`config.mk`:
```
export PLATFORM = sky130hd
export DESIGN_NAME = decoder_error_detection
export DESIGN_NICKNAME = d
export VERILOG_FILES = /design/src/logic/decoder_error_detection_pkg.sv /design/src/logic/decoder_error_detection.sv /design/src/logic/per_byte_check_unit.sv
export VERILOG_INCLUDE_DIRS = /design/src /design/src/logic
export SDC_FILE = /design/constraint.sdc
export NUM_CORES = 1
export LEC_CHECK = 0
export ABC_AREA = 1
export BUFFER_PORTS_ARGS = -buffer_cell sky130_fd_sc_hd__buf_2
export CAP_MARGIN = 20
export CORE_MARGIN = 2
export CORE_UTILIZATION = 35
export DETAILED_ROUTE_END_ITERATION = 16
export PLACE_DENSITY = 0.59
export SYNTH_ARGS = -nofsm -noshare
export SYNTH_HDL_FRONTEND = slang
export SYNTH_SLANG_ARGS = --single-unit
```
`constraint.sdc`:
```
create_clock -name core_clk -period 6.1 [get_ports core_clk]
set_clock_uncertainty 0.2 [all_clocks]
set_input_delay 0.305 -clock core_clk [delete_from_list [all_inputs] [get_ports core_clk]]
set_output_delay 0.305 -clock core_clk [all_outputs]
set_load 0.01 [all_outputs]
```
`src/logic/decoder_error_detection_defs.svh`:
```
// Register offsets, field positions and reset values of the decoder error detection block
`ifndef DECODER_ERROR_DETECTION_DEFS_SVH
`define DECODER_ERROR_DETECTION_DEFS_SVH

// ----------------------------------------------------------------------
// Register byte offsets
// ----------------------------------------------------------------------
`define DED_CTRL_OFFSET        8'h00
`define DED_STATUS_OFFSET      8'h04
`define DED_IRQ_STATUS_OFFSET  8'h08
`define DED_IRQ_CLEAR_OFFSET   8'h0C
`define DED_IRQ_ENABLE_OFFSET  8'h10
`define DED_WORD_COUNT_OFFSET  8'h14
`define DED_ILL_COUNT_OFFSET   8'h18

// ----------------------------------------------------------------------
// Field positions
// ----------------------------------------------------------------------
`define DED_CTRL_DISP_BIT      0
`define DED_CTRL_AUTO_BIT      1
`define DED_IRQ_DONE_BIT       0
`define DED_IRQ_ILL_BIT        1
`define DED_IRQ_VIOL_BIT       2

// ----------------------------------------------------------------------
// Reset values and code group limits
// ----------------------------------------------------------------------
`define DED_CTRL_RESET         2'h3
`define DED_IRQ_ENABLE_RESET   3'h0
`define DED_MAX_RUN            6

`endif

```
`src/logic/decoder_error_detection_pkg.sv`:
```
// Types shared by the decoder error detection block
`default_nettype none
package decoder_error_detection_pkg;

	// Per-byte checker states
	typedef enum logic [1:0] {
		CHK_IDLE  = 2'b00,
		CHK_CHECK = 2'b01,
		CHK_DONE  = 2'b10
	} chk_state_t;

	// Main decode control states
	typedef enum logic [2:0] {
		MAIN_IDLE   = 3'b000,
		MAIN_ASSIGN = 3'b001,
		MAIN_WAIT   = 3'b010,
		MAIN_DONE   = 3'b011,
		MAIN_FINISH = 3'b100
	} main_state_t;

	// Classifier states
	typedef enum logic [1:0] {
		CLS_IDLE   = 2'b00,
		CLS_DETECT = 2'b01,
		CLS_DONE   = 2'b10
	} cls_state_t;

endpackage
`default_nettype wire

```
`src/logic/decoder_error_detection.sv`:
```
// Two-byte line decoder error checking and illegal character classification
//
// Summary of operation
// - Each byte decoder has its own checker
// - Violation flag alone does not classify errors
// - Checker flags long runs and disparity faults
// - Flag set in check state; done strobes
// - Classifier uses control and violation, both bytes
// - Classifier separates special characters from errors
// - Illegal flag only for genuine error characters
// - Classifier: idle, detect on start, then done
// - Disparity value 1 means negative
// - Bit order reversed within each byte
// - Word valid in, word done when flags valid
// - Wait for decode and checkers before done
`timescale 1ns/1ps
`default_nettype none
`include "decoder_error_detection_defs.svh"

module decoder_error_detection
	import decoder_error_detection_pkg::*;
(
	input  wire logic        core_clk,         // Decoder clock, 250 MHz
	input  wire logic        rst_n,            // Synchronous reset, active low
	// Word stream from the protocol controller
	input  wire logic        word_valid,       // Encoded word is stable
	input  wire logic [19:0] encoded_word,     // Upper group 19:10, lower 9:0
	output logic             word_done,        // Decode and flags complete
	output logic             illegal_char_flag,// Genuine illegal character
	// Handshake with the decode function
	output logic             decode_start,     // One-cycle start to decode function
	input  wire logic        decode_done,      // Decode function finished
	input  wire logic        control_char_indication_upper, // Upper is special
	input  wire logic        control_char_indication_lower, // Lower is special
	// APB slave
	input  wire logic        psel,
	input  wire logic        penable,
	input  wire logic        pwrite,
	input  wire logic [7:0]  paddr,
	input  wire logic [31:0] pwdata,
	output logic [31:0]      prdata,
	output logic             pready,
	output logic             pslverr,
	// Interrupt
	output logic             irq
);

	// ------------------------------------------------------------------
	// Declarations
	// ------------------------------------------------------------------
	main_state_t main_state_reg;           // Main decode control state
	cls_state_t  cls_state_reg;            // Classifier state
	logic [9:0]  upper_group_reg;          // Upper group in coded order
	logic [9:0]  lower_group_reg;          // Lower group in coded order
	logic        chk_start_reg;            // Start strobe to the lower checker; the upper gets it one cycle later
	logic        upper_viol;               // Upper checker violation
	logic        lower_viol;               // Lower checker violation
	logic        upper_rd_out;             // Disparity after upper group
	logic        lower_rd_out;             // Disparity after lower group
	logic        upper_done;               // Upper checker strobe
	logic        lower_done;               // Lower checker strobe
	logic        upper_seen_reg;           // Upper checker has finished
	logic        lower_seen_reg;           // Lower checker has finished
	logic        dec_seen_reg;             // Decode function has finished
	logic        k_upper_reg;              // Captured control indication, upper
	logic        k_lower_reg;              // Captured control indication, lower
	logic        cls_start_reg;            // Classify start strobe
	logic        cls_done_reg;             // Classifier finished strobe
	logic [1:0]  ctrl_reg;                 // Disparity in and auto update
	logic [2:0]  irq_status_reg;           // Sticky events
	logic [2:0]  irq_enable_reg;           // Interrupt enables
	logic [15:0] word_count_reg;           // Words checked
	logic [15:0] ill_count_reg;            // Illegal characters reported
	logic        ill_next;                 // Classification result
	logic        setup_phase;              // APB setup cycle
	logic        access_done;              // APB access completes this edge
	logic        wr_en;                    // Register write this edge
	logic        addr_ok;                  // Address is mapped
	logic [31:0] rd_value;                 // Read mux output
	logic [2:0]  irq_set;                  // Events this cycle
	logic [2:0]  irq_clr;                  // Software clear this cycle

	// ------------------------------------------------------------------
	// Per-byte checkers
	// ------------------------------------------------------------------
	// Lower group checked with the programmed disparity, upper follows it
	per_byte_check_unit lower_check (
		.core_clk      (core_clk),
		.rst_n         (rst_n),
		.start         (chk_start_reg),
		.code_group    (lower_group_reg),
		.rd_in         (ctrl_reg[`DED_CTRL_DISP_BIT]),
		.violation_reg (lower_viol),
		.rd_out_reg    (lower_rd_out),
		.done_reg      (lower_done)
	);

	// Upper group start is delayed one cycle so its disparity input is settled
	logic upper_start_reg;                 // Start for upper checker

	per_byte_check_unit upper_check (
		.core_clk      (core_clk),
		.rst_n         (rst_n),
		.start         (upper_start_reg),
		.code_group    (upper_group_reg),
		.rd_in         (lower_rd_out),
		.violation_reg (upper_viol),
		.rd_out_reg    (upper_rd_out),
		.done_reg      (upper_done)
	);

	// ------------------------------------------------------------------
	// Main decode control
	// ------------------------------------------------------------------
	// Word taken only in idle; a new word clears the previous result
	always_ff @(posedge core_clk) begin
		if (!rst_n) begin
			main_state_reg  <= MAIN_IDLE;
			upper_group_reg <= 10'h000;
			lower_group_reg <= 10'h000;
			chk_start_reg   <= 1'b0;
			upper_start_reg <= 1'b0;
			decode_start    <= 1'b0;
			cls_start_reg   <= 1'b0;
			word_done       <= 1'b0;
		end else begin
			chk_start_reg   <= 1'b0;
			decode_start    <= 1'b0;
			cls_start_reg   <= 1'b0;
			upper_start_reg <= chk_start_reg;
			unique case (main_state_reg)
				MAIN_IDLE: begin
					if (word_valid) begin
						main_state_reg <= MAIN_ASSIGN;
						word_done      <= 1'b0;
					end
				end
				MAIN_ASSIGN: begin
					// Label bit 0 sits in coded position a, the group MSB
					for (int i = 0; i < 10; i++) begin
						lower_group_reg[i] <= encoded_word[9 - i];
						upper_group_reg[i] <= encoded_word[19 - i];
					end
					chk_start_reg  <= 1'b1;
					decode_start   <= 1'b1;
					main_state_reg <= MAIN_WAIT;
				end
				MAIN_WAIT: begin
					// All three must report, in any order
					if (dec_seen_reg && upper_seen_reg && lower_seen_reg) begin
						main_state_reg <= MAIN_DONE;
					end
				end
				MAIN_DONE: begin
					cls_start_reg  <= 1'b1;
					main_state_reg <= MAIN_FINISH;
				end
				MAIN_FINISH: begin
					// Word done waits for the classifier so the flag is valid
					if (cls_done_reg) begin
						word_done      <= 1'b1;
						main_state_reg <= MAIN_IDLE;
					end
				end
				default: begin
					main_state_reg <= MAIN_IDLE;
				end
			endcase
		end
	end

	// ------------------------------------------------------------------
	// Completion tracking
	// ------------------------------------------------------------------
	// Strobes may arrive in different cycles; remember each until the next word is assigned
	always_ff @(posedge core_clk) begin
		if (!rst_n) begin
			upper_seen_reg <= 1'b0;
			lower_seen_reg <= 1'b0;
			dec_seen_reg   <= 1'b0;
			k_upper_reg    <= 1'b0;
			k_lower_reg    <= 1'b0;
		end else if (main_state_reg == MAIN_ASSIGN) begin
			upper_seen_reg <= 1'b0;
			lower_seen_reg <= 1'b0;
			dec_seen_reg   <= 1'b0;
		end else begin
			if (upper_done) begin
				upper_seen_reg <= 1'b1;
			end
			if (lower_done) begin
				lower_seen_reg <= 1'b1;
			end
			// Control indications are valid with the decode done strobe
			if (decode_done && main_state_reg == MAIN_WAIT) begin
				dec_seen_reg <= 1'b1;
				k_upper_reg  <= control_char_indication_upper;
				k_lower_reg  <= control_char_indication_lower;
			end
		end
	end

	// ------------------------------------------------------------------
	// Classifier
	// ------------------------------------------------------------------
	// A violating byte is genuine only if it is not a special character
	assign ill_next = (upper_viol & ~k_upper_reg) |
	                  (lower_viol & ~k_lower_reg);

	// Idle, detect, done; the flag holds until the next word arrives
	always_ff @(posedge core_clk) begin
		if (!rst_n) begin
			cls_state_reg     <= CLS_IDLE;
			cls_done_reg      <= 1'b0;
			illegal_char_flag <= 1'b0;
		end else begin
			cls_done_reg <= 1'b0;
			unique case (cls_state_reg)
				CLS_IDLE: begin
					if (cls_start_reg) begin
						cls_state_reg <= CLS_DETECT;
					end else if (main_state_reg == MAIN_IDLE && word_valid) begin
						illegal_char_flag <= 1'b0;
					end
				end
				CLS_DETECT: begin
					illegal_char_flag <= ill_next;
					cls_state_reg     <= CLS_DONE;
				end
				CLS_DONE: begin
					cls_done_reg  <= 1'b1;
					cls_state_reg <= CLS_IDLE;
				end
				default: begin
					cls_state_reg <= CLS_IDLE;
				end
			endcase
		end
	end
	// The block never alters the word on an illegal character; the controller acts.

	// ------------------------------------------------------------------
	// APB decode
	// ------------------------------------------------------------------
	assign setup_phase = psel & ~penable;
	assign access_done = psel & penable & pready;
	assign wr_en       = access_done & pwrite & ~pslverr;

	// Mapped offsets; the clear register is write-only and reads zero
	always_comb begin
		addr_ok  = 1'b1;
		rd_value = 32'h0000_0000;
		unique case (paddr)
			`DED_CTRL_OFFSET:       rd_value = {30'h0000_0000, ctrl_reg};
			`DED_STATUS_OFFSET:     rd_value = {25'h000_0000,
			                          (main_state_reg != MAIN_IDLE),
			                          upper_rd_out, k_lower_reg, k_upper_reg,
			                          lower_viol, upper_viol, illegal_char_flag};
			`DED_IRQ_STATUS_OFFSET: rd_value = {29'h0000_0000, irq_status_reg};
			`DED_IRQ_CLEAR_OFFSET:  rd_value = 32'h0000_0000;
			`DED_IRQ_ENABLE_OFFSET: rd_value = {29'h0000_0000, irq_enable_reg};
			`DED_WORD_COUNT_OFFSET: rd_value = {16'h0000, word_count_reg};
			`DED_ILL_COUNT_OFFSET:  rd_value = {16'h0000, ill_count_reg};
			default:                addr_ok  = 1'b0;
		endcase
	end

	// Answer is registered at the setup edge, so every access has no wait state
	always_ff @(posedge core_clk) begin
		if (!rst_n) begin
			pready  <= 1'b0;
			pslverr <= 1'b0;
			prdata  <= 32'h0000_0000;
		end else if (setup_phase) begin
			pready  <= 1'b1;
			pslverr <= ~addr_ok;
			prdata  <= pwrite ? 32'h0000_0000 : rd_value;
		end else begin
			pready  <= 1'b0;
			pslverr <= 1'b0;
		end
	end

	// ------------------------------------------------------------------
	// Control register
	// ------------------------------------------------------------------
	// With auto update on, each word leaves the disparity its upper byte ended with
	always_ff @(posedge core_clk) begin
		if (!rst_n) begin
			ctrl_reg <= `DED_CTRL_RESET;
		end else if (wr_en && paddr == `DED_CTRL_OFFSET) begin
			ctrl_reg <= pwdata[1:0];
		end else if (upper_done && ctrl_reg[`DED_CTRL_AUTO_BIT]) begin
			ctrl_reg[`DED_CTRL_DISP_BIT] <= upper_rd_out;
		end
	end

	// ------------------------------------------------------------------
	// Interrupts
	// ------------------------------------------------------------------
	assign irq_set = {(upper_done & upper_viol) | (lower_done & lower_viol),
	                  cls_done_reg & illegal_char_flag,
	                  cls_done_reg};
	assign irq_clr = (wr_en && paddr == `DED_IRQ_CLEAR_OFFSET) ? pwdata[2:0] : 3'h0;

	// Set wins over a clear in the same cycle
	always_ff @(posedge core_clk) begin
		if (!rst_n) begin
			irq_status_reg <= 3'h0;
		end else begin
			irq_status_reg <= (irq_status_reg & ~irq_clr) | irq_set;
		end
	end

	// Enable register
	always_ff @(posedge core_clk) begin
		if (!rst_n) begin
			irq_enable_reg <= `DED_IRQ_ENABLE_RESET;
		end else if (wr_en && paddr == `DED_IRQ_ENABLE_OFFSET) begin
			irq_enable_reg <= pwdata[2:0];
		end
	end

	// Output registered, so it follows the status by one cycle
	always_ff @(posedge core_clk) begin
		if (!rst_n) begin
			irq <= 1'b0;
		end else begin
			irq <= |(irq_status_reg & irq_enable_reg);
		end
	end

	// ------------------------------------------------------------------
	// Statistics
	// ------------------------------------------------------------------
	// Counters wrap silently; software samples them as it needs
	always_ff @(posedge core_clk) begin
		if (!rst_n) begin
			word_count_reg <= 16'h0000;
			ill_count_reg  <= 16'h0000;
		end else if (cls_done_reg) begin
			word_count_reg <= word_count_reg + 16'h0001;
			if (illegal_char_flag) begin
				ill_count_reg <= ill_count_reg + 16'h0001;
			end
		end
	end

endmodule
`default_nettype wire

```
`src/logic/per_byte_check_unit.sv`:
```
// Per-byte code violation checker for one ten-bit code group
`timescale 1ns/1ps
`default_nettype none
`include "decoder_error_detection_defs.svh"

module per_byte_check_unit
	import decoder_error_detection_pkg::*;
(
	input  wire logic       core_clk,       // Decoder clock
	input  wire logic       rst_n,          // Synchronous reset, active low
	input  wire logic       start,          // One-cycle start strobe
	input  wire logic [9:0] code_group,     // Group in coded order, a in bit 0
	input  wire logic       rd_in,          // 1 = negative running disparity
	output logic            violation_reg,  // Code violation seen
	output logic            rd_out_reg,     // Disparity after this group
	output logic            done_reg        // One-cycle check-complete strobe
);

	chk_state_t state_reg;                  // Checker state
	logic [3:0] ones;                       // Ones in the whole group
	logic [2:0] ones6;                      // Ones in the six-bit sub-block
	logic [2:0] ones4;                      // Ones in the four-bit sub-block
	logic       run_bad;                    // Run of identical bits too long
	logic       disp_bad;                   // Group unbalanced the wrong way

	// ------------------------------------------------------------------
	// Group analysis
	// ------------------------------------------------------------------
	// Balance and run length; only syntax is judged, not meaning
	always_comb begin
		ones  = 4'h0;
		ones6 = 3'h0;
		ones4 = 3'h0;
		run_bad = 1'b0;
		for (int i = 0; i < 10; i++) begin
			ones = ones + {3'h0, code_group[i]};
		end
		for (int i = 0; i < 6; i++) begin
			ones6 = ones6 + {2'h0, code_group[i]};
		end
		for (int i = 6; i < 10; i++) begin
			ones4 = ones4 + {2'h0, code_group[i]};
		end
		// Six identical neighbours is more than the code ever emits
		for (int i = 0; i <= 10 - `DED_MAX_RUN; i++) begin
			if (code_group[i +: `DED_MAX_RUN] == {`DED_MAX_RUN{1'b0}} ||
			    code_group[i +: `DED_MAX_RUN] == {`DED_MAX_RUN{1'b1}}) begin
				run_bad = 1'b1;
			end
		end
		// A positive group needs negative disparity before it, and vice versa
		disp_bad = (ones == 4'h6 && !rd_in) || (ones == 4'h4 && rd_in) ||
		           (ones < 4'h4) || (ones > 4'h6) ||
		           (ones6 < 3'h2) || (ones6 > 3'h4) ||
		           (ones4 < 3'h1) || (ones4 > 3'h3);
	end

	// ------------------------------------------------------------------
	// Checker state machine
	// ------------------------------------------------------------------
	// Flag is set in the check state, strobe raised on entering done
	always_ff @(posedge core_clk) begin
		if (!rst_n) begin
			state_reg     <= CHK_IDLE;
			violation_reg <= 1'b0;
			rd_out_reg    <= 1'b1;
			done_reg      <= 1'b0;
		end else begin
			done_reg <= 1'b0;
			unique case (state_reg)
				CHK_IDLE: begin
					if (start) begin
						state_reg <= CHK_CHECK;
					end
				end
				CHK_CHECK: begin
					// Raw flag only; control characters are sorted out later
					violation_reg <= run_bad | disp_bad;
					if (ones == 4'h5) begin
						rd_out_reg <= rd_in;
					end else begin
						rd_out_reg <= (ones < 4'h5);
					end
					state_reg <= CHK_DONE;
					done_reg  <= 1'b1;
				end
				CHK_DONE: begin
					state_reg <= CHK_IDLE;
				end
				default: begin
					state_reg <= CHK_IDLE;
				end
			endcase
		end
	end

endmodule
`default_nettype wire

```
==> results.toml <==
[outcome]
outcome = "finished, final reports clean"

[hold_path]
hp-class = "in -> reg"

[pwr]
powerDensity_nw_per_um2 = 252.2
peakVddDrop_mv = 0.1608
p_leak_nw = 2.811

[final_layout]
design_area_um2 = 6640
fin_nets = 936
finalNonFillerCells = 1052
drive_above_1_share_pct = 15.67
antenna_cells = 0
syn2layout_area_growth_pct = 15.80

[critical_path]
critPathTopFamily = "adder cells"
end_kind = "flop"
worst_path_largest_cell_delay_ns = 0.51
cp_slowest_cell = "fa_1"
crit_required_ns = 6.16
arrival_ns = 4.09
cp_max_fo = 4
worstSetupPathType = "reg -> reg"
crit_path_cell_trace = "inv_1 > ha_1 > inv_1 > fa_1 > fa_1 > fa_1 > inv_1 > fa_1 > inv_1 > fa_1 > xor2_1 > nand2_1 > nor2_1 > nand4_1 > nand2_1 > inv_1"
start_kind = "flop"
crit_buf_inv = 5

[logic_synthesis]
synthCells = 758
post-synth-top-area-cell = "dfxtp_1"
synth.most_common_cell = "nand2_1"
yosys-top-cells-count = "nand2_1 (129), inv_1 (106), dfxtp_1 (105)"
ys_ff_latch = 105
async_flop_share_pct = 0
netlist-cell-type-count = 44
netlist.area_leader.share_pct = 36.66
netlist_area_um2 = 5734
synth_area_leaders = "dfxtp_1 (37%), nand2_1 (8.4%), inv_1 (6.9%)"
synth_warnings = 0
synth-edff-count = 0
postSynthAreaPerCell_um2 = 7.565
yosys_most_used_dff = "dfxtp_1"
yosysSeqAreaShare_pct = 36.66

[timing]
setup_viol = 0
tightest_slew_ns = 0.6747
min_period_ns = 4.036
clock.fmax_mhz = 247.8
period_share_pct = 66.16
slew_headroom_pct = 55.02
final_max_slew_viol_count = 0
hold_violations = 0
rsz0062_at_grt = "no"
hold_slack_ns = 0.02379
setup_tns_ns = 0

[grt]
grtUsageTotal_pct = 15.57
grt_pass1_vias = 4672
grt_max_degree = 41
grt-ovfl-total = 0
grt_antenna_before_repair = 1
grt_pass1_wl_um = 22290

[place]
place.port_buffers = 61
dpl.cell_count = 1016
hpwl_um = 9499
placed_area_um2 = 6152
routabilityCongestion = 0.8013

[floorplan]
start_util_pct = 35.97
pin_count = 107
die_x_um = 132
rows = 46
core_um2 = 15940
dieArea_um2 = 17420
die_h_um = 132

[drt]
via_per_inst = 4.639
vias = 4880
firstDrtPassIters = 4
post_drt_wl_per_cell_um = 12.16
antenna_left = 0
first_iter_violations = 205
wl_um = 12790
drc = 0

[clock_tree]
root_buffer = "clkbuf_16"
cts_buffer_depth = 2
post_cts_buffers = 0
cts.sinks = 105
cts_inserted_buffers = 9
cts_resized = 0
path_clk_slew_ns = 0.07
htreeDepth = 3
clkLatencyLatePin_ns = 0.36
tritoncts = "yes"

[run]
drv_cap = 0
==> per-stage QoR <==
stage	util, %	power, mW	setup slack (ns)
6_report	41.65	1.675	2.064
5_1_grt	41.65	1.792	1.847
4_1_cts	41.65	1.695	2.064
3_5_place_dp	38.59	1.111	2.072
3_3_place_gp	38.59	1.099	2.144
2_1_floorplan	-	1.025	2.331
==> layer usage <==
metal	track usage, %	vias to the layer above	wire [um]
li1	-	2567	-
met1	20.67	2213	6238
met2	25.29	85	5852
met3	4.075	13	553
met4	3.804	2	130
met5	0	-	13
==> layout by cell type (no fill, tap or decap), types with 7 or more instances in the layout <==
master / instances
inv_1: 106
dlygate4sd3_1: 20
nor3_1: 14
a21oi_1: 47
clkbuf_16: 9
o22ai_1: 7
nand4_1: 14
a21oi_2: 10
nand3_1: 59
buf_2: 61
nand2_2: 18
nand2_1: 129
dfxtp_1: 105
fa_1: 18
conb_1: 16
o21ai_0: 53
ha_1: 18
nor2_1: 71
o211ai_1: 7
==> layout make-up <==
type	count	area (um^2)
multi-input cells	521	3043
clock buffers	11	242.7
well taps	216	270.3
fillers	1694	9303
flip-flops and latches	105	2102
repair buffers	83	520.5
inverters	111	416.7
clock inverters	5	45.04
==> report_power, final <==
group / switching, mW / internal (mW) / leakage [nW] / total (mW)
sequential: 0.0268 / 0.718 / 0.849 / 0.744
clock: 0.275 / 0.295 / 0.139 / 0.570
combinational: 0.219 / 0.141 / 1.82 / 0.360
total: 0.521 / 1.15 / 2.81 / 1.67
==> tightest hold or removal path, delay by kind of cell <==
kind,cells,cell delay [ns]
simple gates,2,0.14
buf+inv,1,0.10
==> path summary, 6_finish.rpt <==
path	startpoint	to	slack, ns	depth (start not counted)
worst max-delay path	lower_group_reg[1]	lower_check.violation_reg	2.06	16
worst max register to register	lower_group_reg[1]	lower_check.violation_reg	2.06	16
worst min-delay path	pwdata[0]	ctrl_reg[0]	0.02	3
worst min register to register	upper_start_reg	upper_check.state_reg[0]	0.22	2
==> timing repair <==
action                                  4_1_cts  5_1_grt
hold buffers                                 20        0
hold endpoints to repair                     20        0
endpoints found under the setup margin        0        0
==> logic make-up (layout without fill, tap and decap cells) <==
group / after synthesis / in the layout / synth area share (%)
simple gates: 327 / 327 / 27.14
buf+inv: 147 / 210 / 11.26
other cells: 1 / 16 / 0.06540
flops: 105 / 105 / 36.66
compound gates: 139 / 139 / 14.20
fa+ha+maj: 36 / 36 / 10.21
xor+xnor: 3 / 3 / 0.4583
Power figures use the tool's default switching activity.
